## config.mk

```make
export PLATFORM = sky130hd
export DESIGN_NAME = fpd_fan_pwm
export DESIGN_NICKNAME = d
export VERILOG_FILES = /design/src/hw/fpd_pkg.sv /design/src/hw/fpd_pwm_if.sv /design/src/hw/fpd_fan_pwm.sv /design/src/hw/fpd_pwm_core.sv
export VERILOG_INCLUDE_DIRS = /design/src /design/src/hw
export SDC_FILE = /design/constraint.sdc
export NUM_CORES = 1
export LEC_CHECK = 0
export ABC_CLOCK_PERIOD_IN_PS = 4019
export BUFFER_PORTS_ARGS = -buffer_cell sky130_fd_sc_hd__buf_2
export CAP_MARGIN = 10
export CORE_MARGIN = 2
export CORE_UTILIZATION = 23
export CTS_BUF_LIST = sky130_fd_sc_hd__clkbuf_8
export CTS_CLUSTER_SIZE = 8
export DETAILED_ROUTE_END_ITERATION = 6
export GPL_TIMING_DRIVEN = 1
export PLACE_DENSITY = 0.4
export SYNTH_ARGS = -nofsm -noshare
export SYNTH_HDL_FRONTEND = slang
export SYNTH_SLANG_ARGS = --single-unit
```

## constraint.sdc

```tcl
create_clock -name CLK_I -period 4.02 [get_ports CLK_I]
set_input_delay 0 -clock CLK_I [delete_from_list [all_inputs] [get_ports CLK_I]]
set_output_delay 0 -clock CLK_I [all_outputs]
set_load 0.02 [all_outputs]
```

## src/hw/fpd_regs.svh

```systemverilog
// Purpose: register map, field positions, reset values and timing counts of the fan pwm drive
// Assumes: 32-bit apb data, one register per aligned word
// Notes: constants only
`ifndef FPD_REGS_SVH
`define FPD_REGS_SVH

// ----------------------------------------------------------------
// register offsets
// ----------------------------------------------------------------
`define FPD_OFS_CFG 8'h00
`define FPD_OFS_DUTY 8'h04
`define FPD_OFS_STAT 8'h08
`define FPD_OFS_MASK 8'h0c
`define FPD_OFS_STATE 8'h10

// ----------------------------------------------------------------
// field positions
// ----------------------------------------------------------------
`define FPD_CFG_SHDN 0
`define FPD_CFG_SRC 5
`define FPD_ST_STARTED 0
`define FPD_ST_OTF 5
`define FPD_EVT_MASK 6'h21

// ----------------------------------------------------------------
// reset values and open-input duty code
// ----------------------------------------------------------------
`define FPD_CFG_RST 1'h0
`define FPD_DUTY_RST 4'h0
`define FPD_MASK_RST 6'h00
`define FPD_DUTY_OPEN 4'h2

// ----------------------------------------------------------------
// timing
// ----------------------------------------------------------------
`define FPD_CLK_HZ 32'h05f5e100
`define FPD_PWM_HZ 32'h0000001e
`define FPD_START_MS 32'h000003e8
`define FPD_SLOTS 9'h12c
`define FPD_MIN_SLOTS 9'h05a
`define FPD_STEP_SLOTS 9'h00e
`define FPD_SLOT_CYC (`FPD_CLK_HZ / (`FPD_PWM_HZ * 32'h0000012c))
`define FPD_START_PERIODS ((`FPD_START_MS * `FPD_PWM_HZ) / 32'h000003e8)

`endif

```

## src/hw/fpd_pkg.sv

```systemverilog
// Purpose: types of the fan pwm drive
// Assumes: none
// Notes: constants live in fpd_regs.svh
package fpd_pkg;

  typedef enum logic [1:0] {
    FPD_ST_OFF = 2'b00,
    FPD_ST_START = 2'b01,
    FPD_ST_RUN = 2'b10
  } fpd_state_e;

  typedef struct packed {
    logic [13:0] pre;
    logic [8:0] slot;
    logic [8:0] high;
    logic out;
  } fpd_core_s;

  typedef struct packed {
    logic cfg_shdn;
    logic cfg_src;
    logic [3:0] duty;
    logic [5:0] stat;
    logic [5:0] mask;
    fpd_state_e st;
    logic [4:0] per_cnt;
    logic ot_live;
    logic [31:0] prdata;
    logic pslverr;
  } fpd_top_s;

endpackage : fpd_pkg

```

## src/hw/fpd_pwm_if.sv

```systemverilog
// Purpose: link between the control top and the pwm period core
// Assumes: single clock domain
// Notes: ctrl drives the request, core answers with the waveform
`timescale 1ns/1ps
`default_nettype none
interface fpd_pwm_if;
  logic ce;
  logic en;
  logic full_on;
  logic [3:0] code;
  logic period_end;
  logic pwm;

  modport ctrl (output ce, output en, output full_on, output code, input period_end, input pwm);
  modport core (input ce, input en, input full_on, input code, output period_end, output pwm);
endinterface : fpd_pwm_if
`default_nettype wire

```

## src/hw/fpd_fan_pwm.sv

```systemverilog
// Purpose: fan pwm drive with one-second full-on start, duty source select and over-temperature flag
// Assumes: apb slave on CLK_I; temperature input arrives already digitised as a duty code plus open and over flags
// Notes: period and start length are counts of CLK_I; SLOT_CYC shortens them for simulation
//
// Function
// - The pwm output is active high, high meaning the fan switch is on.
// - Duty cycle runs from 30% to 100% of a fixed period.
// - The period is fixed, nominally 30 Hz, set by the timing parameter.
// - At 100% the output stays high the whole period, lower duty shortens the high time.
// - After power-up and each shutdown release the output runs at 100% for one second.
// - At the end of the start second the duty source select bit decides the duty source.
// - After reset the duty source is the temperature voltage input.
// - With the temperature input selected but open, duty is fixed at 39.33%.
// - A temperature input above its over level sets the over-temperature status bit 5.
// - The fault variant drives its active-low fault pin low while over-temperature lasts.
// - Software selects register duty by setting bit 5 of config and writing the duty code.
// - A 4-bit read/write duty register maps 0 to 30% and 15 to 100%, 2 giving 39.33%.
// - Only the shutdown bit stops the output, a stalled fan does not.
//
// Added by the designer: register access over APB and the register offsets.
`timescale 1ns/1ps
`default_nettype none
`include "fpd_regs.svh"
module fpd_fan_pwm
  import fpd_pkg::*;
#(
  parameter int unsigned SLOT_CYC = `FPD_SLOT_CYC,
  parameter bit FAULT_VARIANT = 1'b1
) (
  input wire logic CLK_I,
  input wire logic RST_I,
  input wire logic CE_I,
  input wire logic PSEL_I,
  input wire logic PENABLE_I,
  input wire logic PWRITE_I,
  input wire logic [7:0] PADDR_I,
  input wire logic [31:0] PWDATA_I,
  input wire logic [3:0] PSTRB_I,
  output logic [31:0] PRDATA_O,
  output logic PREADY_O,
  output logic PSLVERR_O,
  input wire logic [3:0] TEMP_VOLTAGE_IN_I,
  input wire logic TEMP_OPEN_I,
  input wire logic TEMP_OVER_I,
  output logic PWM_DRIVE_OUT_O,
  output logic FAULT_OUT_O,
  output logic FAULT_OE_N_O,
  output logic IRQ_O
);

  fpd_top_s s_r;
  fpd_top_s s_nxt;
  fpd_pwm_if ifc ();

  logic setup;
  logic wr;
  logic [5:0] evt_set;
  logic [5:0] w1c;
  logic start_done;
  logic [31:0] rd;
  logic hit;

  // ----------------------------------------------------------------
  // pwm core
  // ----------------------------------------------------------------
  fpd_pwm_core #(
    .SLOT_CYC(SLOT_CYC)
  ) u_core (
    .CLK_I(CLK_I),
    .RST_I(RST_I),
    .ifc(ifc.core)
  );

  assign ifc.ce = CE_I;
  assign ifc.en = (s_r.st != FPD_ST_OFF);
  assign ifc.full_on = (s_r.st != FPD_ST_RUN);

  // source follows the select bit once the start second is over
  always_comb begin
    if (s_r.cfg_src) begin
      ifc.code = s_r.duty;
    end else if (TEMP_OPEN_I) begin
      ifc.code = `FPD_DUTY_OPEN;
    end else begin
      ifc.code = TEMP_VOLTAGE_IN_I;
    end
  end

  // ----------------------------------------------------------------
  // apb decode
  // ----------------------------------------------------------------
  assign setup = PSEL_I && !PENABLE_I;
  assign wr = PSEL_I && PENABLE_I && PWRITE_I && PSTRB_I[0] && CE_I;
  assign PREADY_O = CE_I;
  assign PRDATA_O = s_r.prdata;
  assign PSLVERR_O = s_r.pslverr;

  always_comb begin
    rd = 32'h00000000;
    hit = 1'b1;
    unique case (PADDR_I)
      `FPD_OFS_CFG: begin
        rd[`FPD_CFG_SHDN] = s_r.cfg_shdn;
        rd[`FPD_CFG_SRC] = s_r.cfg_src;
      end
      `FPD_OFS_DUTY: rd[3:0] = s_r.duty;
      `FPD_OFS_STAT: rd[5:0] = s_r.stat;
      `FPD_OFS_MASK: rd[5:0] = s_r.mask;
      `FPD_OFS_STATE: begin
        rd[1:0] = s_r.st;
        rd[7:4] = ifc.code;
        rd[8] = s_r.ot_live;
        rd[9] = ifc.pwm;
      end
      default: hit = 1'b0;
    endcase
  end

  // ----------------------------------------------------------------
  // events
  // ----------------------------------------------------------------
  assign start_done = (s_r.st == FPD_ST_START) && !s_r.cfg_shdn && ifc.period_end
    && (s_r.per_cnt == 5'(`FPD_START_PERIODS - 1));

  always_comb begin
    evt_set = 6'h00;
    evt_set[`FPD_ST_OTF] = TEMP_OVER_I;
    evt_set[`FPD_ST_STARTED] = start_done;
    w1c = (wr && PADDR_I == `FPD_OFS_STAT) ? (PWDATA_I[5:0] & `FPD_EVT_MASK) : 6'h00;
  end

  // ----------------------------------------------------------------
  // next state
  // ----------------------------------------------------------------
  always_comb begin
    s_nxt = s_r;
    s_nxt.ot_live = TEMP_OVER_I;
    // set wins over a clear in the same cycle
    s_nxt.stat = (s_r.stat & ~w1c) | evt_set;
    if (setup) begin
      s_nxt.prdata = PWRITE_I ? 32'h00000000 : rd;
      s_nxt.pslverr = !hit;
    end
    if (wr) begin
      unique case (PADDR_I)
        `FPD_OFS_CFG: begin
          s_nxt.cfg_shdn = PWDATA_I[`FPD_CFG_SHDN];
          s_nxt.cfg_src = PWDATA_I[`FPD_CFG_SRC];
        end
        `FPD_OFS_DUTY: s_nxt.duty = PWDATA_I[3:0];
        `FPD_OFS_MASK: s_nxt.mask = PWDATA_I[5:0] & `FPD_EVT_MASK;
        default: ;
      endcase
    end
    unique case (s_r.st)
      FPD_ST_OFF: begin
        if (!s_r.cfg_shdn) begin
          s_nxt.st = FPD_ST_START;
          s_nxt.per_cnt = 5'h00;
        end
      end
      FPD_ST_START: begin
        if (s_r.cfg_shdn) begin
          s_nxt.st = FPD_ST_OFF;
        end else if (start_done) begin
          s_nxt.st = FPD_ST_RUN;
        end else if (ifc.period_end) begin
          s_nxt.per_cnt = s_r.per_cnt + 5'h01;
        end
      end
      FPD_ST_RUN: begin
        if (s_r.cfg_shdn) begin
          s_nxt.st = FPD_ST_OFF;
        end
      end
      default: s_nxt.st = FPD_ST_OFF;
    endcase
  end

  // power-up counts as a start condition
  always_ff @(posedge CLK_I) begin
    if (RST_I) begin
      s_r <= '0;
      s_r.cfg_shdn <= `FPD_CFG_RST;
      s_r.cfg_src <= `FPD_CFG_RST;
      s_r.duty <= `FPD_DUTY_RST;
      s_r.mask <= `FPD_MASK_RST;
      s_r.st <= FPD_ST_START;
    end else if (CE_I) begin
      s_r <= s_nxt;
    end
  end

  // ----------------------------------------------------------------
  // pins
  // ----------------------------------------------------------------
  assign PWM_DRIVE_OUT_O = ifc.pwm;
  assign FAULT_OUT_O = 1'b0;
  assign FAULT_OE_N_O = !(FAULT_VARIANT && s_r.ot_live);
  assign IRQ_O = |(s_r.stat & s_r.mask);
endmodule : fpd_fan_pwm
`default_nettype wire

```

## src/hw/fpd_pwm_core.sv

```systemverilog
// Purpose: fixed-period pwm generator with per-period duty latch
// Assumes: slot length fixed by parameter, 300 slots per period
// Notes: duty 30% + code * 14/3 %, or full on
`timescale 1ns/1ps
`default_nettype none
`include "fpd_regs.svh"
module fpd_pwm_core
  import fpd_pkg::*;
#(
  parameter int unsigned SLOT_CYC = `FPD_SLOT_CYC
) (
  input wire logic CLK_I,
  input wire logic RST_I,
  fpd_pwm_if.core ifc
);

  fpd_core_s s_r;
  fpd_core_s s_nxt;
  logic boundary;
  logic last_pre;
  logic [8:0] hi_eff;

  // ----------------------------------------------------------------
  // period and slot counting
  // ----------------------------------------------------------------
  assign boundary = (s_r.pre == 14'h0000) && (s_r.slot == 9'h000);
  assign last_pre = (s_r.pre == 14'(SLOT_CYC - 1));
  assign ifc.period_end = ifc.en && last_pre && (s_r.slot == `FPD_SLOTS - 9'h001);
  assign ifc.pwm = s_r.out;

  always_comb begin
    s_nxt = s_r;
    hi_eff = s_r.high;
    if (!ifc.en) begin
      s_nxt = '0;
    end else begin
      if (last_pre) begin
        s_nxt.pre = 14'h0000;
        s_nxt.slot = (s_r.slot == `FPD_SLOTS - 9'h001) ? 9'h000 : s_r.slot + 9'h001;
      end else begin
        s_nxt.pre = s_r.pre + 14'h0001;
      end
      // new duty only at a period start
      if (boundary) begin
        hi_eff = ifc.full_on ? `FPD_SLOTS : `FPD_MIN_SLOTS + `FPD_STEP_SLOTS * {5'h00, ifc.code};
        s_nxt.high = hi_eff;
      end
      s_nxt.out = (s_r.slot < hi_eff);
    end
  end

  always_ff @(posedge CLK_I) begin
    if (RST_I) begin
      s_r <= '0;
    end else if (ifc.ce) begin
      s_r <= s_nxt;
    end
  end
endmodule : fpd_pwm_core
`default_nettype wire

```

; ---- After elaboration in Yosys (flattened, before gate mapping)
; Index checks and enable logic that the tools add are counted.
[op_classes]
magnitude_cmp = 1
reduce_logical = 31
n_eq_ne = 17
multipliers = 1
n_mux = 27
bitwise_logic = 4
add_sub_neg = 4
[ops]
columns = operator, n
row1 = 9-bit two-way mux, 5
row2 = 33-bit two-way mux, 1
row3 = 8-bit by 4-bit equality test with 1-bit output (second input constant), 2
row4 = 5-bit two-way mux, 3
row5 = 14-bit by 1-bit adder with 14-bit output (second input constant), 1
row6 = 14-bit equality test (second input constant), 1
row7 = 14-bit logical NOT, 1
row8 = 14-bit two-way mux, 1
row9 = 2-bit != test (second input constant), 7
row10 = 6-bit bitwise AND, 2
row11 = 1-bit logical AND, 12
row12 = 4-bit two-way mux, 3
row13 = 10-bit two-way mux, 1
row14 = 5-bit one-hot mux with 2 select lines, 1
row15 = 7-bit by 8-bit adder with 9-bit output (first input constant), 1
row16 = 9-bit by 1-bit adder with 9-bit output (second input constant), 1
row17 = 9-bit equality test (second input constant), 1
row18 = 9-bit logical NOT, 1
row19 = 9-bit < comparator, 1
row20 = 3-bit AND reduction, 3
row21 = 8-bit by 3-bit equality test with 1-bit output (second input constant), 1
row22 = 8-bit by 5-bit equality test with 1-bit output (second input constant), 1
row23 = 8-bit logical NOT, 1
row24 = 3-bit by 4-bit multiplier with 7-bit output (first input constant), 1
row25 = 25 further kinds, 32
[word_totals]
output_inout_bits = 38
inputBits = 56
word_cells = 99
ff_bits = 88

; ---- Logic depth before layout (Yosys ltp)
[logic_depth]
word_depth = 9
mapped_depth = 20
depth_no_buf = 19

; ---- By module
; From an unflattened synthesis, not the netlist that was laid out.
[unflattened]
hier_cells = 474
area_unflattened_um2 = 3993.8
[modules_own_cells]
columns = module, seq_area_each_um2, instances, cells_per_inst, area_per_inst_um2
row1 = fpd_pwm_core, 660.6, 1, 275, 2272.2
row2 = fpd_fan_pwm, 580.6, 1, 199, 1721.7

; ---- Least setup slack after synthesis
; OpenSTA, ideal clock, no wires.
[synth_path]
path_type = reg-to-reg
startpoint = register s_r[57] (netlist name)
endpoint = register u_core.s_r, in the netlist u_core.ifc.pwm
setup_ns = 0.086
required_ns = 3.934
arrival_ns = 3.938
synth_period_minus_slack_ns = 4.024
n_path_buf = 1
slack_ns = -0.004
path_stages_with_launch = 17
cell_sequence = dfxtp_1 buf_2 o31ai_1 ha_1 inv_1 ha_1 ha_1 fa_1 nor3_1 nand2b_1 a221oi_1 o41a_1 ha_1 nor2b_1 o21ai_0 a22oi_1 a211oi_1
[synth_via]
elab_chain_len = 8
[synth_lines]
columns = element, line_no
row1 = start: declaration, fpd_fan_pwm.sv:51  ; fpd_top_s s_r;
row2 = start signal: assignment, fpd_fan_pwm.sv:190  ; s_r <= s_nxt;
row3 = 4-bit two-way mux, fpd_fan_pwm.sv:80  ; if (s_r.cfg_src) begin
row4 = 3-bit by 4-bit multiplier with 7-bit output (no line), --
row5 = 7-bit by 8-bit adder with 9-bit output (no line), --
row6 = 9-bit two-way mux, fpd_pwm_core.sv:45  ; hi_eff = ifc.full_on ? `FPD_SLOTS : `FPD_MIN_SLOTS + `FPD_STEP_SLOTS * {5'h00, ifc.code};
row7 = 9-bit two-way mux, fpd_pwm_core.sv:44  ; if (boundary) begin
row8 = 9-bit two-way mux, fpd_pwm_core.sv:34  ; if (!ifc.en) begin
row9 = 9-bit < comparator, fpd_pwm_core.sv:48  ; s_nxt.out = (s_r.slot < hi_eff);
row10 = 33-bit two-way mux, fpd_pwm_core.sv:34
row11 = end signal: assignment, fpd_pwm_core.sv:56  ; s_r <= s_nxt;
row12 = end: declaration, fpd_pwm_core.sv:17  ; fpd_core_s s_r;
; No other way between the ends. The select of a mux whose other input is x is not followed.
; A chain may end at the register's enable or synchronous reset.

; ---- Worst setup path after layout
; Same ends and word-level chain as after synthesis.

==> flow_summary.toml <==
[detailed_routing]
drc = 0
wl_per_cell_um = 14.2
final_antenna_net_count = 0
vias = 3471
wl_um = 10400
dr.pass1.iters = 4
via_per_inst = 4.72
initialDrtViolationCount = 207

[sta]
fin_crit_ps = 3860
relSlewSlack_pct = 37.3
hold_violations = 0
tightest_slew_ps = 932
skew_ps = 9.04
slew_viol_final = 0
fmax_mhz = 259
period_share_pct = 96.0
setup_viol = 0

[critical_path]
end_kind = "register"
crit_family = "compound AO/OA/AOI/OAI gates"
startpoint_type = "register"
cp.arrival_ps = 4120
cp_common_cell = "ha_1"
crit_fanout = 4
critPathSlowestCell = "o41a_1"
path_cells = "nor2_1 > a22oi_2 > inv_1 > ha_1 > inv_1 > ha_1 > or2_2 > ha_1 > a21o_1 > a21oi_1 > xor2_1 > a221oi_1 > o41a_1 > ha_1 > nor2b_1 > o21ai_1 > a22oi_1 > a211oi_2"
path_class = "reg2reg"
cp_num_buf_inv = 2
cp_data_required_time_ps = 4280
cp_slowest_stage_delay_ps = 420

[finish]
antenna_cells = 0
fillCellCount = 1826
drive_gt1_share_pct = 18.4
multi_input_area_um2 = 2370
seqCellArea_um2 = 1240
fin_cells = 736
area_growth_syn_to_layout_pct = 16.5
fin_nets = 592
final_area_um2 = 4500

[grt]
grt_usage_pct = 11.7
use_met3_pct = 2.89
grt_pass1_wl_um = 17000
first_global_vias = 3372
use_met1_pct = 14.8
grt_antenna_before_repair = 0
grtUsageMet2_pct = 20.0
grt.busiest_layer = "met2"
grt_max_degree = 40
grt-ovfl-total = 0

[logic_synthesis]
yosysWarnings = 0
syn_area_um2 = 3860
synthCells = 471
ys_types = 66
synth-seq-cells = 62
synth-main-ff-cell = "dfxtp_1"
async_reset_ff_share_pct = 0
avgSynthCellArea_um2 = 8.20
yosysSeqAreaShare_pct = 32.1
synth_edf_count = 0

[placement]
dpl_cell_area_um2 = 4180
port_buffers = 40
gp_congestion = 0.760
dp_cells = 713
hpwl_um = 7630

[clocking]
clock_path_buffers = 2
cts_sinks = 62
cts-root-buf = "clkbuf_8"
cts_buffers = 9
clk_pin_slew_worst_paths_ps = 70
cts_max_level = 3
clk_latency_ps = 350
cts_tree = "built"

[floorplan]
io_pins = 94
core_area_um2 = 16500
dieArea_um2 = 17800
die_h_um = 134
fp-row-count = 47
initial_utilization_pct = 23.4
die_w_um = 134

[min_path]
hold_path.class = "in2reg"

[power]
power_mw = 1.38
power_density_nw_per_um2 = 306
max-vdd-ir-drop_mv = 0.122
leakage_nw = 1.74

[run_status]
status = "finished, final reports clean"

[flow_run]
maxCapViolCount = 0
## cells in the mapped netlist (5+ instances only)
master | count | share of area, %
nand4_1 | 10 | 1.6
o2111ai_1 | 5 | 1.1
xor2_1 | 17 | 3.9
and3_1 | 7 | 1.1
buf_4 | 34 | 6.6
a21oi_1 | 32 | 4.1
nand3_1 | 20 | 2.6
xnor2_1 | 6 | 1.4
a22oi_1 | 11 | 2.1
inv_1 | 18 | 1.7
dfxtp_1 | 62 | 32
o21ai_0 | 24 | 3.1
nor4_1 | 9 | 1.5
clkbuf_1 | 16 | 1.6
nor3_1 | 6 | 0.78
ha_1 | 22 | 7.1
nand2_1 | 35 | 3.4
nor2_1 | 50 | 4.9
or3_1 | 7 | 1.1
## sequential cells by signal, summed over array words and instances, names as in the netlist
name,count
PRDATA_O,10
s_r,18
PSLVERR_O,1
u_core.s_r,32
u_core.ifc.pwm,1
## cells by family (layout without fill, tap and decap cells)
group | after synthesis | count (layout) | synth area share, %
flops | 62 | 62 | 32.1
buf+inv | 73 | 96 | 10.9
xor+xnor | 23 | 23 | 5.22
fa+ha+maj | 23 | 23 | 7.64
compound gates | 104 | 104 | 17.6
other cells | 1 | 23 | 0.0971
mux | 8 | 8 | 2.20
simple gates | 177 | 177 | 24.3
## power breakdown
group	leakage (nW)	internal, mW	total, mW	switching (mW)
registers	0.502	0.625	0.635	0.0106
clock network	0.0904	0.227	0.467	0.240
logic	1.15	0.108	0.273	0.165
total	1.74	0.960	1.38	0.415
## tightest hold or removal path: stages
cell     delay [ps]
buf_2           120
nor4b_2         100
nand3_1          90
a21oi_1          50
## stage by stage
| stage | hold slack, ps | setup slack [ps] | setup TNS (ps) | utilization (%) |
|---|---|---|---|---|
| CTS | 55.6 | 11.2 | 0 | 26.8 |
| finish | 65.1 | 162 | 0 | 27.2 |
| global placement | 269 | 105 | 0 | 25.3 |
| detailed placement | 277 | -20.2 | -20.2 | 25.3 |
| global route | 89.8 | -22.8 | -22.8 | 27.2 |
| floorplan | 113 | 52.0 | 0 | - |
## cells in the final DEF (no fill, tap or decap), types with 3 or more instances in the layout
cell	n
o21ai_1	3
nand4_1	10
or2_2	4
nor2_1	50
a221oi_1	3
a21o_1	3
nand4b_1	3
dlygate4sd3_1	7
a22oi_1	9
o2111ai_1	5
a22o_1	3
nor3_1	5
nand2_1	35
inv_1	20
nand3_1	20
buf_4	16
a21oi_1	31
buf_2	40
o21ai_0	21
or3_1	7
ha_1	22
conb_1	23
nor4_1	9
mux2i_1	4
dfxtp_1	61
mux2_2	4
clkbuf_8	10
and3_1	7
nand2b_1	4
xor2_1	15
xnor2_1	6
## timing repair
action                                  4_1_cts  5_1_grt
setup buffers                                 0        2
hold buffers                                  7        0
cloned                                        0        0
endpoints found under the hold margin        11        0
resized for setup                             3       13
endpoints found under the setup margin        1        1
pin swaps                                     1        3
## routing by layer
layer | up-vias | part of all wire (%)
li1 | 1727 | -
met1 | 1663 | 47
met2 | 77 | 49
met3 | 4 | 3.7
met4 | 0 | 0.40
met5 | - | 0
## layout make-up
type / instances / share of cell area, %
tap: 220 / 6.12
multi-input combinational: 358 / 52.6
clock buffer: 10 / 3.06
timing repair buffer: 63 / 8.67
sequential: 62 / 27.6
inverter: 19 / 1.58
clock inverter: 4 / 0.389
## worst paths after layout
| kind | from | to | slack, ps | cells after the start |
|---|---|---|---|---|
| worst max register to register | s_r[57] | u_core.ifc.pwm | 160 | 18 |
| worst min-delay path | PADDR_I[1] | s_r[53] | 70 | 4 |
| worst min register to register | u_core.s_r[3] | u_core.s_r[3] | 480 | 2 |
| worst max-delay path | s_r[57] | u_core.ifc.pwm | 160 | 18 |
No activity file was read; power rests on OpenSTA's default activity.
